### src/core/asp_pkg.sv
// asp_pkg: constants shared by the serial port core and its baud generator
// assumes a 40 MHz system clock and an APB register bus
package asp_pkg;
    // ****************************************************************
    // register map (word indices; byte address is four times the index)
    // ****************************************************************
    localparam logic [7:0] ASP_CTRL_OFFSET     = 8'h98;
    localparam logic [7:0] ASP_DATA_OFFSET     = 8'h99;
    localparam logic [7:0] ASP_TIMER_OFFSET    = 8'hA0;
    localparam logic [7:0] ASP_CTRL_RESET      = 8'h00;
    localparam logic [7:0] ASP_DATA_RESET      = 8'h00;
    localparam logic [7:0] ASP_TIMER_RESET     = 8'h00;
    // ****************************************************************
    // control register fields
    // ****************************************************************
    localparam int         ASP_MODE_BIT        = 7;
    localparam int         ASP_UNUSED_BIT      = 6;
    localparam int         ASP_MCE_BIT         = 5;
    localparam int         ASP_REN_BIT         = 4;
    localparam int         ASP_TB8_BIT         = 3;
    localparam int         ASP_RB8_BIT         = 2;
    localparam int         ASP_TI_BIT          = 1;
    localparam int         ASP_RI_BIT          = 0;
    // ****************************************************************
    // timer control register fields (own register)
    // ****************************************************************
    localparam int         ASP_TRUN_BIT        = 0;
    localparam int         ASP_TSEL_LSB        = 1;
    localparam int         ASP_RELOAD_LSB      = 8;
    // ****************************************************************
    // baud timer clock sources and prescale figures
    // ****************************************************************
    typedef enum logic [2:0]
    {
        ASP_SRC_SYS     = 3'h0,
        ASP_SRC_DIV4    = 3'h1,
        ASP_SRC_DIV12   = 3'h2,
        ASP_SRC_DIV48   = 3'h3,
        ASP_SRC_EXT8    = 3'h4
    } asp_src_type;
    localparam int         ASP_DIV4            = 4;
    localparam int         ASP_DIV12           = 12;
    localparam int         ASP_DIV48           = 48;
    localparam int         ASP_EXT_DIV         = 8;
    localparam int         ASP_TIMER_SPAN      = 256;
    localparam int         ASP_OVF_PER_BIT     = 2;
    localparam int         ASP_BITS_8          = 10;
    localparam int         ASP_BITS_9          = 11;
endpackage

### src/core/asp_tick_if.sv
// asp_tick_if: enables passed from the baud generator to the serial core, and the rx restart passed back
// assumes one clock domain; all signals are one-cycle pulses or levels
`timescale 1ns/1ps
interface asp_tick_if;
    logic       tx_tick;    // transmit bit-time pulse
    logic       rx_tick;    // receive bit-time pulse
    logic       rx_mid;     // receive mid-bit sample pulse
    logic       rx_restart; // force reload of receive timer
    modport gen (output tx_tick, output rx_tick, output rx_mid, input rx_restart);
    modport core (input tx_tick, input rx_tick, input rx_mid, output rx_restart);
endinterface

### src/core/asp_baud_gen.sv
// asp_baud_gen: prescaler, 8-bit auto-reload transmit timer and hidden rx copy
// assumes ext_clk_i is a level synchronous to mclk_i
`timescale 1ns/1ps
module asp_baud_gen
(
    input  wire logic                 mclk_i,    // system clock
    input  wire logic                 rst_n_i,   // sync reset, active low
    input  wire logic                 run_i,     // timer enable
    input  wire asp_pkg::asp_src_type src_i,     // timer clock source
    input  wire logic [7:0]           reload_i,  // reload byte
    input  wire logic                 ext_clk_i, // external oscillator level
    asp_tick_if.gen                   tk         // bit-time enables
);
    import asp_pkg::*;

    logic [5:0] pre_cnt;
    logic [2:0] ext_cnt;
    logic       ext_q;
    logic [7:0] tx_low;
    logic [7:0] rx_low;
    logic       tx_half;
    logic       rx_half;

    wire ext_rise  = ext_clk_i & ~ext_q;
    wire p4        = (pre_cnt % 6'(ASP_DIV4)) == 6'h0;
    wire p12       = (pre_cnt % 6'(ASP_DIV12)) == 6'h0;
    wire p48       = pre_cnt == 6'h0;
    wire src_ext   = (src_i == ASP_SRC_EXT8);
    // every eighth oscillator rise
    wire ext_edge8 = ext_rise && ext_cnt == 3'(ASP_EXT_DIV - 1) && src_ext;
    wire tclk_en   = run_i && ((src_i == ASP_SRC_SYS)   ? 1'b1 :
                               (src_i == ASP_SRC_DIV4)  ? p4   :
                               (src_i == ASP_SRC_DIV12) ? p12  :
                               (src_i == ASP_SRC_DIV48) ? p48  : ext_edge8);
    wire tx_ovf    = tclk_en && tx_low == 8'hFF;
    wire rx_ovf    = tclk_en && rx_low == 8'hFF && !tk.rx_restart;

    // ****************************************************************
    // baud rate = timer clock / (256 - reload) / 2
    // ****************************************************************
    // halved overflow streams
    assign tk.tx_tick = tx_ovf && tx_half;
    assign tk.rx_tick = rx_ovf && rx_half;
    assign tk.rx_mid  = rx_ovf && !rx_half;

    always_ff @(posedge mclk_i)
    begin
        if (!rst_n_i)
        begin
            pre_cnt <= 6'h0;
            ext_cnt <= 3'h0;
            ext_q   <= 1'b0;
            tx_low  <= 8'h00;
            rx_low  <= 8'h00;
            tx_half <= 1'b0;
            rx_half <= 1'b0;
        end
        else
        begin
            ext_q <= ext_clk_i;
            pre_cnt <= (pre_cnt == 6'(ASP_DIV48 - 1)) ? 6'h0 : pre_cnt + 6'h1;
            if (ext_rise)
                ext_cnt <= ext_cnt + 3'h1;
            if (tclk_en)
                tx_low <= (tx_low == 8'hFF) ? reload_i : tx_low + 8'h1;
            if (tx_ovf)
                tx_half <= ~tx_half;
            if (tk.rx_restart)
            begin
                rx_low  <= reload_i;
                rx_half <= 1'b0;
            end
            else if (tclk_en)
            begin
                rx_low <= (rx_low == 8'hFF) ? reload_i : rx_low + 8'h1;
                if (rx_ovf)
                    rx_half <= ~rx_half;
            end
        end
    end
endmodule

### src/core/asp_uart.sv
// asp_uart: 8/9-bit asynchronous serial port with APB register access
// assumes rx_i is synchronous to mclk_i; interrupt controller lies outside
//
// Decided for this implementation: the APB interface to the registers.
`timescale 1ns/1ps

module asp_uart
(
    input  wire logic        mclk_i,    // 40 MHz system clock
    input  wire logic        rst_n_i,   // sync reset, active low
    input  wire logic        psel_i,    // apb select
    input  wire logic        penable_i, // apb enable
    input  wire logic        pwrite_i,  // apb write
    input  wire logic [9:0]  paddr_i,   // apb byte address
    input  wire logic [31:0] pwdata_i,  // apb write data
    output logic      [31:0] prdata_o,  // apb read data
    output logic             pready_o,  // apb ready
    output logic             pslverr_o, // apb error, unmapped address
    input  wire logic        rx_i,      // serial receive pin
    input  wire logic        ext_clk_i, // external oscillator level
    output logic             tx_o,      // serial transmit pin
    output logic             irq_o      // done-flag request
);
    import asp_pkg::*;

    typedef enum logic [1:0]
    {
        ASP_RX_IDLE  = 2'b00,
        ASP_RX_START = 2'b01,
        ASP_RX_DATA  = 2'b10,
        ASP_RX_STOP  = 2'b11
    } asp_rx_type;

    asp_tick_if tk ();

    // ****************************************************************
    // registers
    // ****************************************************************
    logic       mode9;
    logic       mce;
    logic       ren;
    logic       tb8;
    logic       rb8;
    logic       ti;
    logic       ri;
    logic [7:0] rx_buf;
    logic       t_run;
    logic [2:0] t_src;
    logic [7:0] t_reload;

    // transmitter
    logic [10:0] tx_sh;
    logic [3:0]  tx_cnt;
    logic        tx_busy;
    logic        tx_q;

    // receiver
    asp_rx_type rx_st;
    asp_rx_type next_rx_st;
    logic [8:0] rx_sh;
    logic [3:0] rx_cnt;
    logic       rx_q;

    // ****************************************************************
    // apb decode
    // ****************************************************************
    // word index sits above the two byte-lane bits
    function automatic logic reg_hit(input logic [9:0] addr, input logic [7:0] idx);
        reg_hit = addr == {idx, 2'b00};
    endfunction

    wire acc       = psel_i && penable_i;
    wire hit_ctrl  = reg_hit(paddr_i, ASP_CTRL_OFFSET);
    wire hit_data  = reg_hit(paddr_i, ASP_DATA_OFFSET);
    wire hit_timer = reg_hit(paddr_i, ASP_TIMER_OFFSET);
    wire unmapped  = !(hit_ctrl || hit_data || hit_timer);
    wire wr_ctrl   = acc && pwrite_i && hit_ctrl;
    wire wr_data   = acc && pwrite_i && hit_data;
    wire wr_timer  = acc && pwrite_i && hit_timer;

    wire [7:0] ctrl_rd = {mode9, 1'b1, mce, ren, tb8, rb8, ti, ri};
    wire [31:0] timer_rd = {16'h0, t_reload, 4'h0, t_src, t_run};
    wire [31:0] rd_mux = hit_ctrl ? {24'h0, ctrl_rd} :
                         hit_data ? {24'h0, rx_buf} :
                         hit_timer ? timer_rd : 32'h0;

    assign pready_o  = 1'b1;
    assign pslverr_o = acc && unmapped;

    // ****************************************************************
    // receive datapath decode
    // ****************************************************************
    wire rx_fall   = rx_q && !rx_i;
    // index of the last data sample, stop excluded
    wire [3:0] rx_last = mode9 ? 4'(ASP_BITS_9 - 3) : 4'(ASP_BITS_8 - 3);
    wire ninth_in  = mode9 ? rx_sh[8] : rx_i;
    wire accept    = !ri && (!mce || ninth_in);
    wire stop_samp = (rx_st == ASP_RX_STOP) && tk.rx_mid;
    wire rx_set    = stop_samp && accept;

    // reload rx timer on start edge
    assign tk.rx_restart = (rx_st == ASP_RX_IDLE) && rx_fall && ren;

    // ****************************************************************
    // transmit decode
    // ****************************************************************
    wire [3:0] tx_len  = mode9 ? 4'(ASP_BITS_9) : 4'(ASP_BITS_8);
    wire tx_end    = tx_busy && tk.tx_tick && (tx_cnt == tx_len - 4'h1);
    wire tx_fin    = tx_busy && tk.tx_tick && (tx_cnt == tx_len);

    assign irq_o = ti || ri;
    assign tx_o  = tx_q;

    asp_baud_gen u_baud
    (
        .mclk_i    (mclk_i),
        .rst_n_i   (rst_n_i),
        .run_i     (t_run),
        .src_i     (asp_src_type'(t_src)),
        .reload_i  (t_reload),
        .ext_clk_i (ext_clk_i),
        .tk        (tk)
    );

    // ****************************************************************
    // receive state machine
    // ****************************************************************
    always_comb
    begin
        next_rx_st = rx_st;
        case (rx_st)
            ASP_RX_IDLE:
                if (tk.rx_restart)
                    next_rx_st = ASP_RX_START;
            ASP_RX_START:
                if (tk.rx_mid)
                    next_rx_st = rx_i ? ASP_RX_IDLE : ASP_RX_DATA;
            ASP_RX_DATA:
                if (tk.rx_mid && rx_cnt == rx_last)
                    next_rx_st = ASP_RX_STOP;
            ASP_RX_STOP:
                if (tk.rx_mid)
                    next_rx_st = ASP_RX_IDLE;
            default:
                next_rx_st = ASP_RX_IDLE;
        endcase
        if (!ren)
            next_rx_st = ASP_RX_IDLE;
    end

    // ****************************************************************
    // clocked state
    // ****************************************************************
    always_ff @(posedge mclk_i)
    begin
        if (!rst_n_i)
        begin
            rx_st  <= ASP_RX_IDLE;
            rx_sh  <= 9'h000;
            rx_cnt <= 4'h0;
            rx_q   <= 1'b1;
        end
        else
        begin
            rx_st <= next_rx_st;
            rx_q  <= rx_i;
            if (rx_st == ASP_RX_START)
                rx_cnt <= 4'h0;
            else if (rx_st == ASP_RX_DATA && tk.rx_mid)
            begin
                rx_sh  <= {rx_i, rx_sh[8:1]};
                rx_cnt <= rx_cnt + 4'h1;
            end
        end
    end

    // ****************************************************************
    // receive buffer
    // ****************************************************************
    always_ff @(posedge mclk_i)
    begin
        if (!rst_n_i)
        begin
            rx_buf <= ASP_DATA_RESET;
            rb8    <= 1'b0;
        end
        else if (rx_set)
        begin
            rx_buf <= mode9 ? rx_sh[7:0] : rx_sh[8:1];
            rb8    <= ninth_in;
        end
        else if (wr_ctrl)
            rb8 <= pwdata_i[ASP_RB8_BIT];
    end

    // ****************************************************************
    // control and timer registers
    // ****************************************************************
    always_ff @(posedge mclk_i)
    begin
        if (!rst_n_i)
        begin
            mode9    <= ASP_CTRL_RESET[ASP_MODE_BIT];
            mce      <= ASP_CTRL_RESET[ASP_MCE_BIT];
            ren      <= ASP_CTRL_RESET[ASP_REN_BIT];
            tb8      <= ASP_CTRL_RESET[ASP_TB8_BIT];
            ti       <= ASP_CTRL_RESET[ASP_TI_BIT];
            ri       <= ASP_CTRL_RESET[ASP_RI_BIT];
            t_run    <= ASP_TIMER_RESET[ASP_TRUN_BIT];
            t_src    <= ASP_TIMER_RESET[ASP_TSEL_LSB +: 3];
            t_reload <= ASP_TIMER_RESET;
        end
        else
        begin
            if (wr_ctrl)
            begin
                mode9 <= pwdata_i[ASP_MODE_BIT];
                mce   <= pwdata_i[ASP_MCE_BIT];
                ren   <= pwdata_i[ASP_REN_BIT];
                tb8   <= pwdata_i[ASP_TB8_BIT];
            end
            ti <= tx_end | (wr_ctrl ? pwdata_i[ASP_TI_BIT] : ti);
            ri <= rx_set | (wr_ctrl ? pwdata_i[ASP_RI_BIT] : ri);
            if (wr_timer)
            begin
                t_run    <= pwdata_i[ASP_TRUN_BIT];
                t_src    <= pwdata_i[ASP_TSEL_LSB +: 3];
                t_reload <= pwdata_i[ASP_RELOAD_LSB +: 8];
            end
        end
    end

    // ****************************************************************
    // transmitter
    // ****************************************************************
    always_ff @(posedge mclk_i)
    begin
        if (!rst_n_i)
        begin
            tx_sh   <= 11'h7FF;
            tx_cnt  <= 4'h0;
            tx_busy <= 1'b0;
            tx_q    <= 1'b1;
        end
        else if (wr_data)
        begin
            // start bit waits for the next bit tick so it keeps full length
            tx_sh   <= mode9 ? {1'b1, tb8, pwdata_i[7:0], 1'b0} : {2'b11, pwdata_i[7:0], 1'b0};
            tx_cnt  <= 4'h0;
            tx_busy <= 1'b1;
        end
        else if (tx_busy && tk.tx_tick)
        begin
            tx_q   <= tx_sh[0];
            tx_sh  <= {1'b1, tx_sh[10:1]};
            tx_cnt <= tx_cnt + 4'h1;
            if (tx_fin)
            begin
                tx_busy <= 1'b0;
                tx_q    <= 1'b1;
            end
        end
    end

    // ****************************************************************
    // read data register
    // ****************************************************************
    always_ff @(posedge mclk_i)
    begin
        if (!rst_n_i)
            prdata_o <= 32'h0;
        else if (psel_i && !penable_i && !pwrite_i)
            prdata_o <= rd_mux;
    end
endmodule

### config.mk
export PLATFORM = sky130hd
export DESIGN_NAME = asp_uart
export DESIGN_NICKNAME = d
export VERILOG_FILES = /design/src/core/asp_pkg.sv /design/src/core/asp_tick_if.sv /design/src/core/asp_baud_gen.sv /design/src/core/asp_uart.sv
export SDC_FILE = /design/constraint.sdc
export NUM_CORES = 1
export LEC_CHECK = 0
export ABC_AREA = 1
export BUFFER_PORTS_ARGS = -buffer_cell sky130_fd_sc_hd__buf_2
export CORE_MARGIN = 10
export CORE_UTILIZATION = 55
export CTS_BUF_LIST = sky130_fd_sc_hd__clkbuf_2 sky130_fd_sc_hd__clkbuf_4 sky130_fd_sc_hd__clkbuf_8
export DETAILED_ROUTE_END_ITERATION = 7
export PLACE_DENSITY = 0.86
export REMOVE_ABC_BUFFERS = 1
export SYNTH_ARGS = -nofsm -noshare
export SYNTH_HDL_FRONTEND = slang
export SYNTH_HIERARCHICAL = 1
export SYNTH_SLANG_ARGS = --single-unit
### constraint.sdc
create_clock -name mclk_i -period 2.6 [get_ports mclk_i]
set_input_delay 0 -clock mclk_i [delete_from_list [all_inputs] [get_ports mclk_i]]
set_output_delay 0 -clock mclk_i [all_outputs]
set_load 0.05 [all_outputs]
==> results of run 1 <==
-- routing by layer --
metal	track usage (%)	wire length, um
met5	0	0
met4	6.178	225
met3	5.607	984
met2	34.76	6573
met1	20.38	4992
-- power by group --
group / internal (W) / leakage [nW] / switching (W)
Combinational: 0.0000763 / 1.62 / 0.000202
Clock: 0.000671 / 0.123 / 0.000565
Sequential: 0.00160 / 0.834 / 0.0000107
Total: 0.00234 / 2.57 / 0.000778
-- cell usage in the layout (no fill, tap or decap), types with 18 or more instances in the layout --
cell type      instances
inv_1                 76
nand3_1               65
nand4_1               18
buf_2                 51
o21ai_0               64
a21oi_1               54
nor2_1                79
nand2_1              131
dfxtp_1              103
dlygate4sd3_1         20
o21ai_1               22
-- what timing repair did --
action / CTS / global route
setup endpoints to repair: 0 / 2
resized for setup: 0 / 1
hold buffers: 20 / 0
endpoints found under the hold margin: 30 / 0
-- state kept, by name, indices dropped and copies added, names as in the netlist, 3 cells and up, named ones only --
register,flops
u_baud/rx_low,8
u_baud/pre_cnt,6
u_baud/ext_cnt,3
t_reload,8
rx_cnt,4
u_baud/tx_low,8
tx_sh,10
rx_sh,9
tx_cnt,4
prdata_o,16
rx_buf,8
t_src,3
-- worst reg2reg max path, stage by stage (launching register included) --
cell,delay [ns]
dfxtp_1,0.40
ha_1,0.24
nand3_1,0.10
nor2_1,0.18
nand2_1,0.11
nor2_1,0.14
nand3_1,0.13
nor2_2,0.16
nand3_1,0.10
nor2_1,0.11
nand2_1,0.16
buf_4,0.21
o21ai_0,0.16
a21oi_1,0.05
-- path summary, 6_finish.rpt --
kind	endpoint	slack (ns)
worst max register to register	rx_buf[3]	0.25
worst min-delay path	prdata_o[0]	0.07
worst min register to register	rx_buf[2]	0.46
worst max-delay path	rx_buf[3]	0.25
-- metrics by stage --
step	util, %	worst slack, ns	power, W
2_1_floorplan	-	0.4312	0.001812
6_report	63.88	0.2463	0.003123
3_5_place_dp	58.93	0.2570	0.001897
3_3_place_gp	58.93	0.3862	0.001891
5_1_grt	63.88	0.002211	0.003227
4_1_cts	63.85	0.2072	0.003134
-- area by class of cell --
cell class	instances	area, um^2
Fill cell	766	3322
Multi-Input combinational cell	519	2559
Sequential cell	103	2062
Timing Repair Buffer	81	530.5
Inverter	85	331.6
Tap cell	111	138.9
Clock buffer	10	137.6
Clock inverter	6	115.1
==> run_results.csv, run 1 <==
group,metric,value,unit
global_route,grt_max_degree,46,
clock_network,clock_sinks,103,
sta,hold_violations,0,
sta,fmaxAchievable,424.9,MHz
clock_network,numCtsBuffers,9,
worst_setup_path,crit_buf_inv,1,
clock_network,clk_latency,0.38,ns
sta,skew,0.01522,ns
logic_synthesis,synth.avg_cell_area,6.998,um^2
place,gp_congestion,0.9116,
worst_hold_path,whs_path_depth,4,
floorplan,initial_utilization,56.23,%
worst_setup_path,cp_max_fo,10,
worst_setup_path,max_stage_delay,0.40,ns
sta,tightest_slew,0.8263,ns
sta,fin_crit_sh,90.53,%
floorplan,core_area,9196,um^2
global_route,first_global_vias,4777,
global_route,grt-ovfl-total,0,
worst_setup_path,crit_chain,"ha_1, nand3_1, nor2_1, nand2_1, nor2_1, nand3_1, nor2_2, nand3_1, nor2_1, nand2_1, buf_4, o21ai_0, a21oi_1",
floorplan,ios,85,
power_and_ir_drop,p_leak,2.574,nW
finish,area_growth,13.60,%
logic_synthesis,synth_cells,739,
worst_setup_path,worst_path_max_delay_cell,"dfxtp_1",
place,dp_hpwl,9246,um
worst_setup_path,crit_path_start_kind,"register",
detailed_routing,drcViolationCount,0,
clock_network,clk_path_buf_depth,2,
detailed_routing,drt-wirelength-per-cell,13.96,um
place,dpl_cell_area,5419,um^2
worst_setup_path,cp_top_family,"simple AND/OR/NAND/NOR gates",
sta,period_needed,2.354,ns
sta,drv_slew,0,
finish,final_cell_area,5874,um^2
global_route,grt_pass1_wl,21200,um
status,status,"finished clean",
flow_run,maxCapViolCount,0,
logic_synthesis,yosys_warnings,6,
global_route,grt_usage,18.98,%
finish,n_antenna_cell,0,
detailed_routing,drtPass1Iterations,5,
worst_setup_path,crit_type,"reg -> reg",
place,dp_cells,879,
worst_setup_path,path_depth,13,
detailed_routing,wl,12780,um
finish,fin_nets,856,
floorplan,die_x,117.0,um
worst_setup_path,reg2reg_from,"u_baud/rx_low[0]",
clock_network,cts_tree,"yes",
power_and_ir_drop,irDropWorstVdd,0.4202,mV
logic_synthesis,syn_area,5171,um^2
worst_hold_path,hp-class,"in -> reg",
sta,max-slew-margin-rel,44.85,%
global_route,antenna_found_initial,0,
clock_network,post_cts_buffers,0,
floorplan,die_h,117.0,um
clock_network,root_buffer,"clkbuf_8",
detailed_routing,viasPerCell,5.482,
clock_network,htree_num_levels,3,
clock_network,clkTransAtPathRegs,0.10,ns
sta,finalSetupViolCount,0,
sta,fin_setup_tns,0,ns
sta,fin_hold_ws,0.07127,ns
worst_hold_path,min-delay-start,"paddr_i[2]",
detailed_routing,drtAntennaViolNets,0,
place,portBuffers,51,
worst_setup_path,startpoint,"u_baud/rx_low[0]",
finish,instances_no_fill,915,
worst_setup_path,r2r_cells,13,
finish,drive_gt1_share,13.31,%
power_and_ir_drop,p_per_area,531.6,nW/um^2
detailed_routing,num_vias,5016,
worst_setup_path,crit_path_end_kind,"register",
worst_setup_path,crit_required,2.87,ns
floorplan,rows,35,
worst_setup_path,cp_data_arrival_time,2.63,ns
detailed_routing,drt_iter0_markers,412,
sta,rsz0062_at_grt,"false",
floorplan,die_area,13680,um^2
Note: power is estimated with default switching activity, not from simulation.
==> inputs of run 2 (changes only) <==
ABC_AREA = not set   (was 1)
HOLD_SLACK_MARGIN = 0.12   (was not set)
==> run 2 against run 1 <==
Against the previous run:
- combinational power decreased by 23%
- via count decreased by 0.48%
- core utilization up 2.1 points
- die area is 0.22% higher
- power decreased by 6.0%
- sequential cell count unchanged
- critical path type unchanged
- largest cell class unchanged
==> run_results.csv, run 2 <==
group,metric,value,unit
finish,reg_top3,"prdata_o x16, tx_sh x10, rx_sh x9",
clock_network,cts_tree,"yes",
clock_network,htree_num_levels,3,
detailed_routing,wl,13840,um
finish,drive_gt1_share,17.95,%
finish,area_growth,16.94,%
worst_hold_path,hp-class,"in -> reg",
floorplan,core_area,9196,um^2
floorplan,rows,35,
global_route,grt_usage,19.97,%
detailed_routing,drt_iter0_markers,375,
clock_network,root_buffer,"clkbuf_8",
place,gp_congestion,0.8899,
clock_network,clock_sinks,103,
global_route,grt_max_degree,59,
sta,fin_setup_tns,0,ns
finish,multi_input_area,2893,um^2
finish,layout_common_cells,"dfxtp_1, nand2_1, nor2_1",
finish,largest_register_ffs,16,
power_and_ir_drop,p_leak,2.380,nW
power_and_ir_drop,switchingPower,0.0007298,W
power_and_ir_drop,p_seq_share,54.2,%
worst_setup_path,crit_type,"reg -> reg",
worst_setup_path,cp_data_arrival_time,2.76,ns
finish,layout_commonest_cell,"dfxtp_1",
worst_setup_path,max_stage_delay,0.43,ns
floorplan,die_h,117.1,um
logic_synthesis,syn_area,5185,um^2
finish,fin_nets,765,
power_and_ir_drop,p_per_area,484.0,nW/um^2
detailed_routing,drtAntennaViolNets,0,
sta,fin_hold_ws,0.1443,ns
worst_setup_path,crit_required,2.88,ns
power_and_ir_drop,irDropWorstVdd,0.3305,mV
sta,skew,0.008818,ns
clock_network,clk_latency,0.38,ns
power_and_ir_drop,combPwrFrac,7.3,%
sta,hold_violations,0,
global_route,antenna_found_initial,0,
floorplan,ios,85,
logic_synthesis,synth.avg_cell_area,8.191,um^2
worst_setup_path,crit_chain,"ha_1, and4_1, nand2_1, nor4_4, buf_4, nand4b_1, or2_2, o311a_1, a211oi_1",
sta,fmaxAchievable,403.6,MHz
floorplan,initial_utilization,56.38,%
global_route,grt-ovfl-total,0,
detailed_routing,num_vias,4992,
detailed_routing,drtPass1Iterations,5,
power_and_ir_drop,power_frac_clock,38.5,%
logic_synthesis,synth_cells,633,
sta,finalSetupViolCount,0,
worst_setup_path,cp_max_fo,6,
global_route,grt_pass1_wl,22220,um
sta,max-slew-margin-rel,38.18,%
sta,fin_crit_sh,95.30,%
sta,fin_ws,0.1222,ns
sta,rsz0062_at_grt,"false",
sta,period_needed,2.478,ns
clock_network,clkTransAtPathRegs,0.10,ns
logic_synthesis,yosys_warnings,6,
detailed_routing,drt-wirelength-per-cell,16.78,um
place,dp_hpwl,9480,um
finish,fill_cells,720,
floorplan,die_area,13710,um^2
sta,drv_slew,0,
power_and_ir_drop,intPower,0.002205,W
place,pre_cts_ws,-0.05782,ns
floorplan,die_x,117.1,um
finish,regArea,2066,um^2
power_and_ir_drop,swShare,24.87,%
worst_setup_path,crit_path_end_kind,"register",
sta,tightest_slew,0.9262,ns
flow_run,maxCapViolCount,0,
finish,regMostFlops,"prdata_o",
detailed_routing,drcViolationCount,0,
global_route,first_global_vias,4708,
place,portBuffers,51,
status,status,"finished clean",
detailed_routing,viasPerCell,6.051,
clock_network,numCtsBuffers,9,
clock_network,clk_path_buf_depth,2,
worst_setup_path,crit_path_start_kind,"register",
worst_setup_path,worst_path_max_delay_cell,"dfxtp_1",
run 2: repair_timing:
action                     CTS  global route
setup buffers                2             2
hold buffers                24             0
gates cloned                 1             1
pin swaps                    0             3
resized for setup            4            12
hold endpoints to repair    37             0
setup endpoints to repair    9            29
run 2: layout make-up:
cell class | instances | share of cell area, %
clock inverters | 7 | 1.692
clock buffers | 9 | 2.043
inverters | 10 | 0.6191
diodes | 1 | 0.04127
flip-flops and latches | 103 | 34.07
multi-input cells | 482 | 47.71
repair buffers | 102 | 11.54
well taps | 111 | 2.291
run 2: through the flow:
step                      utilization (%)  cells  total power [W]  cell area, um^2
final                               65.93    825         0.002935             6063
after global routing                65.90    824         0.003020             6061
after CTS                           65.21    822         0.002938             5997
after detailed placement            59.81    779         0.001809             5500
after global placement              59.81    779         0.001803             5500
after floorplan                         -    595         0.001735             4941
run 2: final timing paths:
check | from | end | slack [ns] | cells past startpoint
worst max-delay path | u_baud/rx_low[0] | rb8 | 0.12 | 9
worst min-delay path | paddr_i[0] | rb8 | 0.14 | 5
worst max register to register | u_baud/rx_low[0] | rb8 | 0.12 | 9
worst min register to register | u_baud/pre_cnt[0] | u_baud/pre_cnt[0] | 0.44 | 1
run 2: critical path: cells and delay by family, from the launching register on:
family	cells	cell delay, ns
DFF	1	0.43
and+or+nand+nor	5	1.18
buffers and inverters	1	0.17
adders and majority gates	1	0.27
AOI/OAI and AO/OA	2	0.34
run 2: power groups by stage:
stage / logic (W) / clock network (W) / registers [W]
finish: 0.000214 / 0.00113 / 0.00159
detailed placement: 0.000181 / 0 / 0.00163
CTS: 0.000208 / 0.00114 / 0.00159
global route: 0.000230 / 0.00120 / 0.00159
floorplan: 0.000108 / 0 / 0.00163
global placement: 0.000177 / 0 / 0.00163
run 2: per-layer routing:
| metal | part of all wire, % | vias up | global-route usage, % | wire, um |
|---|---|---|---|---|
| met5 | 0 | - | 0 | 0 |
| met4 | 3.7 | 0 | 10.05 | 508 |
| met3 | 6.0 | 52 | 4.077 | 833 |
| met2 | 51 | 210 | 34.38 | 7056 |
| met1 | 39 | 2361 | 23.01 | 5442 |
| li1 | - | 2369 | - | - |
